--- config.mk ---
export PLATFORM = sky130hd
export DESIGN_NAME = adcsq_sequencer
export DESIGN_NICKNAME = d
export VERILOG_FILES = /design/src/adcsq_pkg.sv /design/src/adcsq_sequencer.sv /design/src/adcsq_conv_timer.sv
export VERILOG_INCLUDE_DIRS = /design/src
export SDC_FILE = /design/constraint.sdc
export NUM_CORES = 1
export LEC_CHECK = 0
export ABC_AREA = 1
export BUFFER_PORTS_ARGS = -buffer_cell sky130_fd_sc_hd__buf_4
export CAP_MARGIN = 30
export CORE_MARGIN = 4
export CORE_UTILIZATION = 31
export CTS_CLUSTER_DIAMETER = 50
export CTS_CLUSTER_SIZE = 8
export DETAILED_ROUTE_END_ITERATION = 8
export PLACE_DENSITY = 0.61
export SLEW_MARGIN = 20
export SYNTH_ARGS = -nofsm -noshare
export SYNTH_HDL_FRONTEND = slang
export SYNTH_HIERARCHICAL = 1
export SYNTH_SLANG_ARGS = --single-unit
--- constraint.sdc ---
create_clock -name core_clk -period 3.6 [get_ports core_clk]
set_clock_uncertainty 0.15 [all_clocks]
set_input_delay 0.72 -clock core_clk [delete_from_list [all_inputs] [get_ports core_clk]]
set_output_delay 0.72 -clock core_clk [all_outputs]
set_load 0.02 [all_outputs]
--- src/adcsq_defines.svh ---
// register offsets, field positions, codes and timing counts of the conversion sequencer
`ifndef ADCSQ_DEFINES_SVH
`define ADCSQ_DEFINES_SVH

`define ADCSQ_ADDR_W          4
`define ADCSQ_ADDR_CTRL_ONE   4'h0
`define ADCSQ_ADDR_CTRL_TWO   4'h4
`define ADCSQ_ADDR_RES_LOW    4'h8
`define ADCSQ_ADDR_RES_HIGH   4'hC

`define ADCSQ_CH_LSB          0
`define ADCSQ_CH_MSB          3
`define ADCSQ_AIEN_BIT        4
`define ADCSQ_MODE_LSB        5
`define ADCSQ_MODE_MSB        6
`define ADCSQ_START_BIT       7
`define ADCSQ_TIME_LSB        0
`define ADCSQ_TIME_MSB        2
`define ADCSQ_BUSY_BIT        6
`define ADCSQ_DONE_BIT        7

`define ADCSQ_MODE_OFF        2'h0
`define ADCSQ_MODE_SINGLE     2'h1
`define ADCSQ_MODE_REPEAT     2'h3

`define ADCSQ_RES_W           10
`define ADCSQ_RES_LOW_MSB     7
`define ADCSQ_RES_HIGH_LSB    8
`define ADCSQ_RES_RESET       10'h000
`define ADCSQ_CH_RESET        4'h0
`define ADCSQ_TIME_RESET      3'h0

`define ADCSQ_CNT_W           11
`define ADCSQ_BASE_CYCLES     11'h027
`define ADCSQ_TIME_MAX_CODE   3'h5
`define ADCSQ_CNT_ONE         11'h001
`define ADCSQ_CNT_ZERO        11'h000

`endif

--- src/adcsq_pkg.sv ---
// types shared by the conversion sequencer files
package adcsq_pkg;

    typedef struct packed {
        logic        read;
        logic        write;
        logic [3:0]  address;
        logic [31:0] writedata;
    } adcsq_avm_req_type;

    typedef struct packed {
        logic        waitrequest;
        logic [31:0] readdata;
    } adcsq_avm_rsp_type;

    typedef struct packed {
        logic        conv_active;
        logic [3:0]  channel;
        logic        input_enable;
        logic        ref_disconnect;
    } adcsq_link_type;

    typedef enum logic [0:0] {
        ST_IDLE,
        ST_CONVERT
    } adcsq_state_type;

endpackage

--- src/adcsq_sequencer.sv ---
// conversion sequencer control with avalon-mm register slave
//
// Operation
// - mode 01 then start trigger converts the selected channel exactly once.
// - start trigger clears itself once a conversion begins, in both modes.
// - busy flag sets at conversion start, clears on single-mode completion or forced stop.
// - completion stores result, sets done flag, pulses the done interrupt.
// - reading the high result register clears the done flag.
// - mode 11 then start trigger converts the selected channel repeatedly.
// - in repeat mode the next conversion starts right after each completion.
// - completion between low and high result reads keeps old result, no interrupt.
// - writing mode 00 aborts a conversion at once, storing no result.
// - mode 00 clears done, busy and both result registers.
// - new start before high read clears done; old result stays until completion.
// - low-power entry stops conversion and clears trigger, mode, enable, flags, results.
// - after low power nothing restarts until software configures and starts again.
// - low-power entry during conversion disconnects the analog reference.
// - each result is a 10-bit unsigned code split over low and high.
// - time codes 000..101 give 39..1248 clocks; 110 and 111 are reserved.
// - low holds bits 7..0, high holds bits 9..8, upper bits read zero.
`include "adcsq_defines.svh"
module adcsq_sequencer #(
    parameter int RES_W = `ADCSQ_RES_W
) (
    input  wire logic                        core_clk,
    input  wire logic                        srst,
    input  wire logic                        clk_en,
    input  wire adcsq_pkg::adcsq_avm_req_type avs_req,
    output adcsq_pkg::adcsq_avm_rsp_type      avs_rsp,
    input  wire logic [RES_W-1:0]            conv_data,
    input  wire logic                        low_power_enter,
    output adcsq_pkg::adcsq_link_type         link,
    output logic                             conversion_done_interrupt
);
    import adcsq_pkg::*;

    adcsq_state_type  state_q;
    adcsq_state_type  state_d;
    logic             ack_q;
    logic [31:0]      readdata_q;
    logic             start_trigger_q;
    logic [1:0]       operating_mode_select_q;
    logic             analog_input_enable_q;
    logic [3:0]       channel_select_q;
    logic [2:0]       time_sel_q;
    logic             conversion_done_flag_q;
    logic [RES_W-1:0] result_q;
    logic             low_read_pend_q;
    logic             irq_q;
    logic             ref_disc_q;
    logic             expire;

    wire              bus_req;
    wire              bus_acc;
    wire              wr_ctrl_one;
    wire              wr_ctrl_two;
    wire              rd_res_low;
    wire              rd_res_high;
    wire [31:0]       wdata;
    wire              mode_stop;
    wire              abort;
    wire              mode_run;
    wire              is_repeat;
    wire              conversion_busy_flag;
    wire              start_go;
    wire              done_evt;
    wire              keep_old;
    wire              low_rd_open;
    wire              store;
    wire              timer_load;
    wire [31:0]       rd_ctrl_one_val;
    wire [31:0]       rd_ctrl_two_val;
    wire [31:0]       rd_low_val;
    wire [31:0]       rd_high_val;
    wire [31:0]       rd_mux;

    // bus decode: one wait cycle on every access, so read data are always registered
    assign bus_req     = avs_req.read || avs_req.write;
    // a low clock enable holds the answer off, so no write is lost while frozen
    assign bus_acc     = bus_req && ack_q && clk_en;
    assign wdata       = avs_req.writedata;
    assign wr_ctrl_one = bus_acc && avs_req.write && (avs_req.address == `ADCSQ_ADDR_CTRL_ONE);
    assign wr_ctrl_two = bus_acc && avs_req.write && (avs_req.address == `ADCSQ_ADDR_CTRL_TWO);
    assign rd_res_low  = bus_acc && avs_req.read && (avs_req.address == `ADCSQ_ADDR_RES_LOW);
    assign rd_res_high = bus_acc && avs_req.read && (avs_req.address == `ADCSQ_ADDR_RES_HIGH);

    assign avs_rsp.waitrequest = bus_req && !bus_acc;
    assign avs_rsp.readdata    = readdata_q;

    // sequencing terms
    assign mode_stop = wr_ctrl_one && (wdata[`ADCSQ_MODE_MSB:`ADCSQ_MODE_LSB] == `ADCSQ_MODE_OFF);
    assign abort     = mode_stop || low_power_enter;
    assign is_repeat = (operating_mode_select_q == `ADCSQ_MODE_REPEAT);
    assign mode_run  = (operating_mode_select_q == `ADCSQ_MODE_SINGLE) || is_repeat;
    assign conversion_busy_flag = (state_q == ST_CONVERT);
    assign start_go  = (state_q == ST_IDLE) && start_trigger_q && mode_run && !abort;
    assign done_evt  = (state_q == ST_CONVERT) && expire && !abort;
    // a completion landing between the two result reads must not tear the pair
    assign low_rd_open = avs_req.read && (avs_req.address == `ADCSQ_ADDR_RES_LOW);
    assign keep_old  = done_evt && (low_read_pend_q || low_rd_open);
    assign store     = done_evt && !(low_read_pend_q || low_rd_open);
    assign timer_load = start_go || (done_evt && is_repeat);

    always_comb begin
        state_d = state_q;
        case (state_q)
            ST_IDLE: begin
                if (start_go) begin
                    state_d = ST_CONVERT;
                end
            end
            ST_CONVERT: begin
                if (abort) begin
                    state_d = ST_IDLE;
                end else if (done_evt && !is_repeat) begin
                    state_d = ST_IDLE;
                end
            end
            default: begin
                state_d = ST_IDLE;
            end
        endcase
    end

    // read back
    assign rd_ctrl_one_val = {24'h000000, start_trigger_q, operating_mode_select_q,
                              analog_input_enable_q, channel_select_q};
    assign rd_ctrl_two_val = {24'h000000, conversion_done_flag_q, conversion_busy_flag, 3'h0, time_sel_q};
    assign rd_low_val      = {24'h000000, result_q[`ADCSQ_RES_LOW_MSB:0]};
    assign rd_high_val     = {30'h00000000, result_q[RES_W-1:`ADCSQ_RES_HIGH_LSB]};
    assign rd_mux = (avs_req.address == `ADCSQ_ADDR_CTRL_ONE) ? rd_ctrl_one_val :
                    (avs_req.address == `ADCSQ_ADDR_CTRL_TWO) ? rd_ctrl_two_val :
                    (avs_req.address == `ADCSQ_ADDR_RES_LOW)  ? rd_low_val :
                    (avs_req.address == `ADCSQ_ADDR_RES_HIGH) ? rd_high_val : 32'h00000000;

    assign link.conv_active    = conversion_busy_flag;
    assign link.channel        = channel_select_q;
    assign link.input_enable   = analog_input_enable_q;
    assign link.ref_disconnect = ref_disc_q;
    assign conversion_done_interrupt = irq_q;

    adcsq_conv_timer #(
        .CNT_W (`ADCSQ_CNT_W),
        .BASE  (`ADCSQ_BASE_CYCLES)
    ) u_timer (
        .core_clk (core_clk),
        .srst     (srst),
        .clk_en   (clk_en),
        .load     (timer_load),
        .abort    (abort),
        .time_sel (time_sel_q),
        .expire   (expire)
    );

    always_ff @(posedge core_clk) begin
        if (srst) begin
            ack_q      <= 1'b0;
            readdata_q <= 32'h00000000;
        end else if (clk_en) begin
            ack_q <= bus_req && !ack_q;
            if (bus_req && !ack_q && avs_req.read) begin
                readdata_q <= rd_mux;
            end
        end
    end

    always_ff @(posedge core_clk) begin
        if (srst) begin
            state_q <= ST_IDLE;
        end else if (clk_en) begin
            state_q <= state_d;
        end
    end

    // control register one; low power wipes all but the channel so nothing resumes afterwards
    always_ff @(posedge core_clk) begin
        if (srst) begin
            start_trigger_q         <= 1'b0;
            operating_mode_select_q <= `ADCSQ_MODE_OFF;
            analog_input_enable_q   <= 1'b0;
            channel_select_q        <= `ADCSQ_CH_RESET;
        end else if (clk_en) begin
            if (low_power_enter) begin
                start_trigger_q         <= 1'b0;
                operating_mode_select_q <= `ADCSQ_MODE_OFF;
                analog_input_enable_q   <= 1'b0;
            end else if (wr_ctrl_one) begin
                start_trigger_q         <= wdata[`ADCSQ_START_BIT];
                operating_mode_select_q <= wdata[`ADCSQ_MODE_MSB:`ADCSQ_MODE_LSB];
                analog_input_enable_q   <= wdata[`ADCSQ_AIEN_BIT];
                channel_select_q        <= wdata[`ADCSQ_CH_MSB:`ADCSQ_CH_LSB];
            end else if (state_q == ST_IDLE) begin
                // a trigger with mode off is simply dropped
                start_trigger_q <= 1'b0;
            end
        end
    end

    always_ff @(posedge core_clk) begin
        if (srst) begin
            time_sel_q <= `ADCSQ_TIME_RESET;
        end else if (clk_en && wr_ctrl_two) begin
            time_sel_q <= wdata[`ADCSQ_TIME_MSB:`ADCSQ_TIME_LSB];
        end
    end

    // done flag: a completion wins over a clear in the same cycle
    always_ff @(posedge core_clk) begin
        if (srst) begin
            conversion_done_flag_q <= 1'b0;
        end else if (clk_en) begin
            if (abort) begin
                conversion_done_flag_q <= 1'b0;
            end else if (store) begin
                conversion_done_flag_q <= 1'b1;
            end else if (rd_res_high || start_go) begin
                conversion_done_flag_q <= 1'b0;
            end
        end
    end

    always_ff @(posedge core_clk) begin
        if (srst) begin
            result_q        <= `ADCSQ_RES_RESET;
            low_read_pend_q <= 1'b0;
            irq_q           <= 1'b0;
        end else if (clk_en) begin
            irq_q <= store;
            if (abort) begin
                result_q <= `ADCSQ_RES_RESET;
            end else if (store) begin
                result_q <= conv_data;
            end
            if (abort || rd_res_high) begin
                low_read_pend_q <= 1'b0;
            end else if (rd_res_low) begin
                low_read_pend_q <= 1'b1;
            end
        end
    end

    always_ff @(posedge core_clk) begin
        if (srst) begin
            ref_disc_q <= 1'b0;
        end else if (clk_en) begin
            if (low_power_enter && conversion_busy_flag) begin
                ref_disc_q <= 1'b1;
            end else if (start_go) begin
                ref_disc_q <= 1'b0;
            end
        end
    end
endmodule

--- src/adcsq_conv_timer.sv ---
// conversion timer: counts the selected number of clock periods
`include "adcsq_defines.svh"
module adcsq_conv_timer #(
    parameter int                  CNT_W = `ADCSQ_CNT_W,
    parameter logic [CNT_W-1:0]    BASE  = `ADCSQ_BASE_CYCLES
) (
    input  wire logic              core_clk,
    input  wire logic              srst,
    input  wire logic              clk_en,
    input  wire logic              load,
    input  wire logic              abort,
    input  wire logic [2:0]        time_sel,
    output logic                   expire
);
    logic [CNT_W-1:0] cnt_q;
    logic             run_q;
    wire  [2:0]       sel_eff;
    wire  [CNT_W-1:0] load_val;

    // reserved codes fall back to the longest time, the safe side for accuracy
    assign sel_eff  = (time_sel > `ADCSQ_TIME_MAX_CODE) ? `ADCSQ_TIME_MAX_CODE : time_sel;
    assign load_val = CNT_W'(BASE << sel_eff);
    assign expire   = run_q && (cnt_q == `ADCSQ_CNT_ONE) && !abort;

    always_ff @(posedge core_clk) begin
        if (srst) begin
            cnt_q <= `ADCSQ_CNT_ZERO;
            run_q <= 1'b0;
        end else if (clk_en) begin
            if (abort) begin
                run_q <= 1'b0;
            end else if (load) begin
                cnt_q <= load_val;
                run_q <= 1'b1;
            end else if (run_q) begin
                cnt_q <= cnt_q - `ADCSQ_CNT_ONE;
                run_q <= (cnt_q != `ADCSQ_CNT_ONE);
            end
        end
    end
endmodule

==> results.md, run 1 <==
- Status: finished clean
- Clk sink count: 47
- Achievable clock frequency: 0.3243 GHz
- Vias/cell: 4.845
- Post-DP HPWL: 5456 um
- Vias in the first global route: 2411
- FP Rows: 33
- Maximum vdd drop: 0.0001823 V
- Port Buffers: 44
- Starting Density: 32.57%
- Post-synthesis sequential area ratio: 34.46%
- Final WL: 6993 um
- Largest net degree at the start of global routing: 30
- Synth Cell Area: 2730 sq um
- RSZ-0062 raised after global routing: false
- Sequential share of power: 50.1%
- CP arrival: 3110 ps
- Max Root-Sink Buffers: 2
- Max_cap viols: 0
- N_diodes: 0
- Crit Path Max Fanout: 10
- Nets: 479
- Worst slack, placed: 276.1 ps
- DRT iter0 DRCs: 139
- TritonRoute pass-1 iters: 4
- Fin crit share: 85.65%
- H-Tree Depth: 2
- Number of CTS-inserted buffers: 5
- R2R depth: 11
- Die Height: 101.8 um
- Leak Pwr: 1.368 nW
- Post-route ant nets: 0
- Startpoint types: input pin
- Clk pwr share: 38.8%
- Reg-to-reg slack, setup: 700 ps
- Slew at the pin with the worst max-slew slack: 793.3 ps
- Placement-stage cell area: 3032 sq um
- Reg area: 940.9 sq um
- Layout cells sized above 1: 19.76%
- DRC violations left: 0
- Crit path time final: 3084 ps
- Avg WL per Cell: 13.19 um
- Global-route wire length before repair: 11740 um
- Cts hold-fix bufs: 0
- Worst Setup Slack, final: 516.4 ps
- CTS resizes: 0
- Multi-input logic area: 1460 sq um
- Placeable core area: 8382 sq um
- Core Util, Final: 37.56%
- Setup crit end kind: flip-flop
- Sw Share: 26.69%
- Root buffer selected by CTS: clkbuf_8
- Worst skew pair latency: 300 ps
- Internal power: 773.8 uW
- Synth warnings: 6
- Setup Buffers After CTS: 0
- Worst hold slack: 321.4 ps
- Hold Path Class: reg2reg
- Total negative slack: 0 ps
- I/O pin count: 93
- CTS tree: done
- Filler instances: 880
- Placer Congestion: 0.8510
- Gr ovfl total: 0
- Comb power frac: 11.0%
- Reg clk slew, reported paths: 100 ps
- Pwr/cell area: 335.3 nW/um^2
- Fin area: 3148 sq um
- Post-synthesis register bit count: 47
- Sw Pwr: 281.7 uW
- Mapped Avg Cell Area: 7.110 sq um
- Hold Path Stages: 2
- Initial antenna violation count: 0
- Syn Inst Count: 384
- Crit path required time: 3630 ps
- GRT Overall Usage: 13.96%
- Crit Path Class: in2reg
- Die width: 101.8 um
- Setup-failing EPs final: 0
- P&R area growth vs syn: 15.31%
- Vias: 2568
- Slew Viols, Final: 0
- Worst slew margin: 46.82%
- Die Footprint: 10370 sq um
- Final Hold Fails: 0
- Distinct cell type count after synthesis: 38
## routing by layer
metal,wire length [um],share of wire [%],track usage (%)
met1,3134,45,19.00
met2,3316,47,23.44
met3,456,6.5,2.662
met4,85,1.2,2.422
met5,0,0,0
## power by group through the flow
stage / sequential (mW) / combinational [mW] / clock [mW]
6_report: 0.529 / 0.116 / 0.410
5_1_grt: 0.530 / 0.128 / 0.435
4_1_cts: 0.529 / 0.116 / 0.419
3_5_place_dp: 0.541 / 0.116 / 0
3_3_place_gp: 0.541 / 0.115 / 0
2_1_floorplan: 0.546 / 0.0835 / 0
## worst paths after layout
check,from,end
worst max-delay path,low_power_enter,u_timer/cnt_q[10]
worst max register to register,u_timer/cnt_q[8],u_timer/cnt_q[10]
worst min-delay path,readdata_q[0],readdata_q[0]
worst min register to register,readdata_q[0],readdata_q[0]
## synthesized netlist by cell type (all sizes together)
cell type | count | area (sq um)
a21oi | 41 | 209.0
o21ai | 27 | 138.9
dfxtp | 47 | 940.9
nor2 | 45 | 191.4
nor3 | 8 | 71.32
nand4 | 14 | 87.58
nor3b | 1 | 7.510
ha | 3 | 37.54
clkbuf | 3 | 11.26
o31ai | 1 | 7.510
xnor2 | 1 | 8.760
conb | 1 | 3.750
inv | 32 | 120.1
a31oi | 1 | 6.260
nand3b | 1 | 7.510
xor2 | 3 | 26.28
o211ai | 3 | 22.52
nand3 | 25 | 175.2
a41oi | 3 | 26.28
clkinv | 1 | 3.750
nand2 | 81 | 306.6
o21bai | 1 | 7.510
a31o | 2 | 17.52
buf | 37 | 280.3
nor4b | 1 | 8.760
o22ai | 1 | 6.260
## through the flow
stage | cells | total power [mW]
finish | 530 | 1.056
global route | 530 | 1.093
CTS | 530 | 1.064
detailed placement | 522 | 0.6572
global placement | 522 | 0.6559
floorplan | 407 | 0.6291
## layout by cell type (no fill, tap or decap), drive strengths merged, types with 5 or more instances in the layout
cell type  Yosys  routed
a21oi         41      41
buf           37      50
clkbuf         3       5
conb           1      24
dfxtp         47      47
inv           32      33
nand2         81      81
nand3         25      25
nand4         14      14
nor2          45      45
nor3           8       8
o21ai         27      27
## registers in the layout, indices dropped and copies added (netlist names), 2 cells and up
signal,flops
channel_select_q,4
u_timer/cnt_q,11
result_q,10
operating_mode_select_q,2
readdata_q,8
time_sel_q,3
## cell families (layout without fill, tap and decap cells)
family | count (synthesis) | count (layout) | synth area share (%)
adder cells (fa/ha/maj) | 3 | 3 | 1.375
buffers and inverters | 73 | 91 | 15.21
XOR/XNOR | 4 | 4 | 1.283
flip-flops | 47 | 47 | 34.46
other | 1 | 24 | 0.1374
AND/OR/NAND/NOR | 176 | 176 | 31.35
AO/OA/AOI/OAI | 80 | 80 | 16.18
## final cells by class
type | count | area share [%]
sequential | 47 | 29.89
tap | 105 | 4.173
inverter | 33 | 3.935
clock inverter | 3 | 1.510
clock buffer | 5 | 2.186
timing repair buffer | 50 | 11.92
multi-input combinational | 287 | 46.38
## worst max-delay path, cell delays in order
cell	delay, ps
buf_4	120
inv_1	140
o21ai_0	160
nand2_2	110
inv_1	90
nor4b_1	480
nand2_1	170
o31ai_1	260
buf_4	220
clkinv_1	220
a21oi_1	230
nor2_1	70
nand2_1	60
a21oi_1	50
No activity file was read; power rests on OpenSTA's default activity.
==> run 2, diff against run 1 <==
- REMOVE_ABC_BUFFERS: default -> 1
- SYNTH_HIERARCHICAL: 1 -> default
==> run 2 against run 1 <==
Net effect:
- via count grew 0.39%
- register-to-register slack gained 710 ps
- sequential cell count is the same
- highest routed layer unchanged
- largest cell class unchanged
- setup slack gained 820 ps
- worst hold slack lost 4.0 ps
==> results.md, run 2 <==
- Simple-gate area share of the yosys netlist: 31.53% (was 31.35%)
- Synth Flop Type: dfxtp_1 (unchanged)
- Post-synthesis sequential area ratio: 34.46% (unchanged)
- Final Hold Fails: 0 (unchanged)
- Post-synthesis adder-cell area fraction: 1.833% (was 1.375%)
- Avg WL per Cell: 12.23 um (was 13.19 um)
- H-Tree Depth: 2 (unchanged)
- Compound-gate portion of the synthesized area: 13.02% (was 16.18%)
- Cts hold-fix bufs: 0 (unchanged)
- DRT iter0 DRCs: 98 (was 139)
- Slew at the pin with the worst max-slew slack: 841.4 ps (was 793.3 ps)
- Largest net degree at the start of global routing: 28 (was 30)
- Crit-path cells: buf_4 -> nor2_2 -> nand2_1 -> nor2_4 -> nand2_2 -> nand2_2 -> nand2_2 -> inv_2 -> nor2_4 -> nand2_4 -> nand2_1 -> nand2_1 -> nor2_1 (was buf_4 -> inv_1 -> o21ai_0 -> nand2_2 -> inv_1 -> nor4b_1 -> nand2_1 -> o31ai_1 -> buf_4 -> clkinv_1 -> a21oi_1 -> nor2_1 -> nand2_1 -> a21oi_1)
- Reg area: 940.9 sq um (unchanged)
- Synth Cell Area: 2730 sq um (unchanged)
- Max_cap viols: 0 (unchanged)
- Clk sink count: 47 (unchanged)
- Worst hold slack: 317.4 ps (was 321.4 ps)
- CTS tree: done (unchanged)
- P&R area growth vs syn: 13.66% (was 15.31%)
- Async SR Flop Fraction: 0% (unchanged)
- Crit Path Max Fanout: 23 (was 10)
- Vias in the first global route: 2354 (was 2411)
- I/O pin count: 93 (unchanged)
- GRT Overall Usage: 12.70% (was 13.96%)
- Placer Congestion: 0.8330 (was 0.8510)
- Cell taking the most area after synthesis: dfxtp_1 (unchanged)
- Crit path time final: 2268 ps (was 3084 ps)
- Final WL: 6668 um (was 6993 um)
- Vias/cell: 4.730 (was 4.845)
- Post-route ant nets: 0 (unchanged)
- Root buffer selected by CTS: clkbuf_8 (unchanged)
- Count leader, synth: nand2_1 (unchanged)
- Post-DP HPWL: 5079 um (was 5456 um)
- Placeable core area: 8382 sq um (unchanged)
- Post-synth EDFFs: 0 (unchanged)
- Reg clk slew, reported paths: 100 ps (about the same)
- Worst path slowest cell: nor2_4 (was nor4b_1)
- Overall Power: 998.7 uW (was 1.056 mW)
- Largest family of logic cells by synthesized area: simple AND/OR/NAND/NOR gates (unchanged)
- Nets: 495 (was 479)
- Maximum vdd drop: 0.0001795 V (was 0.0001823 V)
- RSZ-0062 raised after global routing: false (unchanged)
- Yosys top cell area share: 34.46% (unchanged)
- Syn Inst Count: 402 (was 384)
- Reg with most FFs: u_timer.cnt_q (was u_timer/cnt_q)
- Fin crit share: 63.01% (was 85.65%)
- Hold Path Class: reg2reg (unchanged)
- CP top delay family: simple AND/OR/NAND/NOR gates (unchanged)
- Multi-input logic area: 1435 sq um (was 1460 sq um)
- CTS resizes: 0 (unchanged)
- Global-route wire length before repair: 10700 um (was 11740 um)
- DRC violations left: 0 (unchanged)
- Worst slew margin: 43.85% (was 46.82%)
- Starting Density: 32.57% (unchanged)
- Crit path required time: 3660 ps (was 3630 ps)
- Slew Viols, Final: 0 (unchanged)
- Gr ovfl total: 0 (unchanged)
- Post-synthesis register bit count: 47 (unchanged)
- Die Height: 101.8 um (unchanged)
- Setup-failing EPs final: 0 (unchanged)
- TritonRoute pass-1 iters: 4 (unchanged)
- Commonest non-fill, non-tap cells in the layout: nand2_1 (99), nor2_1 (49), dfxtp_1 (47), buf_4 (46), inv_1 (39) (was nand2_1 (80), buf_4 (50), dfxtp_1 (47), nor2_1 (40), a21oi_1 (40))
- Startpoint types: input pin (unchanged)
- Crit Path Class: in2reg (unchanged)
- Dominant cells by area after synthesis: dfxtp_1 (34%), nand2_1 (14%), buf_4 (8.5%) (was dfxtp_1 (34%), nand2_1 (11%), buf_4 (8.5%))
- Status: finished clean (unchanged)
- Die Footprint: 10370 sq um (unchanged)
- Setup Buffers After CTS: 0 (unchanged)
- Port Buffers: 44 (unchanged)
- Synth cell count leaders: nand2_1 (99), nor2_1 (49), dfxtp_1 (47) (was nand2_1 (80), dfxtp_1 (47), a21oi_1 (40), nor2_1 (40))
- Leak Pwr: 1.426 nW (was 1.368 nW)
- Mapped Avg Cell Area: 6.791 sq um (was 7.110 sq um)
- Most common cell after layout, fill and taps aside: nand2_1 (unchanged)
- Max Root-Sink Buffers: 2 (unchanged)
- FP Rows: 33 (unchanged)
- Vias: 2578 (was 2568)
- Distinct cell type count after synthesis: 34 (was 38)
- Filler instances: 909 (was 880)
- N_diodes: 0 (unchanged)
- Max reg flops: 11 (unchanged)
- Synth Area in XOR/XNOR: 2.887% (was 1.283%)
- Top flop regs: u_timer.cnt_q: 11 flops, result_q: 10 flops, readdata_q: 8 flops (was u_timer/cnt_q: 11 flops, result_q: 10 flops, readdata_q: 8 flops)
- Layout cells sized above 1: 16.59% (was 19.76%)
- Total negative slack: 0 ps (unchanged)
- Buf/Inv on CP: 2 (was 5)
- Pwr/cell area: 321.9 nW/um^2 (was 335.3 nW/um^2)
- Achievable clock frequency: 0.4408 GHz (was 0.3243 GHz)
- Synth warnings: 0 (was 6)
- Die width: 101.8 um (unchanged)
- Mux contribution to synthesized area: 0% (unchanged)
- Largest stage delay, worst path: 230 ps (was 480 ps)
- Initial antenna violation count: 0 (unchanged)
- Worst skew pair latency: 310 ps (was 300 ps)
- Setup crit end kind: flip-flop (unchanged)
- Number of CTS-inserted buffers: 5 (unchanged)
- CP arrival: 2330 ps (was 3110 ps)
[run 2: layout make-up]
type,count,area share [%]
multi-input combinational,298,46.25
sequential,47,30.32
timing repair buffer,46,11.13
inverter,41,4.960
tap,105,4.234
clock buffer,5,2.218
clock inverter,3,0.8871
[run 2: cell families (layout without fill, tap and decap cells)]
logic type,Yosys count,count (layout)
flops,47,47
buf+inv,80,95
simple gates,200,200
compound gates,61,61
xor+xnor,9,9
fa+ha+maj,4,4
other cells,1,24
[run 2: worst register-to-register path, cell delays in order (launching register included)]
cell and delay [ps]:
dfxtp_1 320, inv_1 90, ha_1 150, inv_1 40
nor2_1 100, nand3_1 120, nor2_2 140, nand4_1 110
nand2_1 310, nand2_2 250, nand2_1 120, nand2_1 50
nor2_1 110, nor2_2 40
[run 2: power by group]
| part | switching [mW] | internal [mW] |
|---|---|---|
| logic | 0.0787 | 0.0405 |
| registers | 0.00417 | 0.527 |
| clock network | 0.204 | 0.144 |
[run 2: path summary, 6_finish.rpt]
kind	slack (ps)	from	depth (start not counted)	end
worst min-delay path	320	result_q[5]	2	result_q[5]
worst min register to register	320	result_q[5]	2	result_q[5]
worst max-delay path	1330	avs_req[33]	13	u_timer.cnt_q[7]
worst max register to register	1410	u_timer.cnt_q[1]	13	u_timer.cnt_q[5]
[run 2: metrics by stage]
stage               cell area [sq um]  instances  utilization, %  setup WS (ps)
floorplan                        2530        386               -           1447
global placement                 2999        536           35.78           1030
detailed placement               2999        536           35.78          982.0
CTS                              3095        544           36.93           1314
global route                     3103        545           37.02           1148
finish                           3103        545           37.02           1332
[run 2: layer usage]
metal / wire length (um) / track usage, %
met5: 0 / 0
met4: 51 / 2.926
met3: 435 / 3.481
met2: 3242 / 22.13
met1: 2939 / 15.66
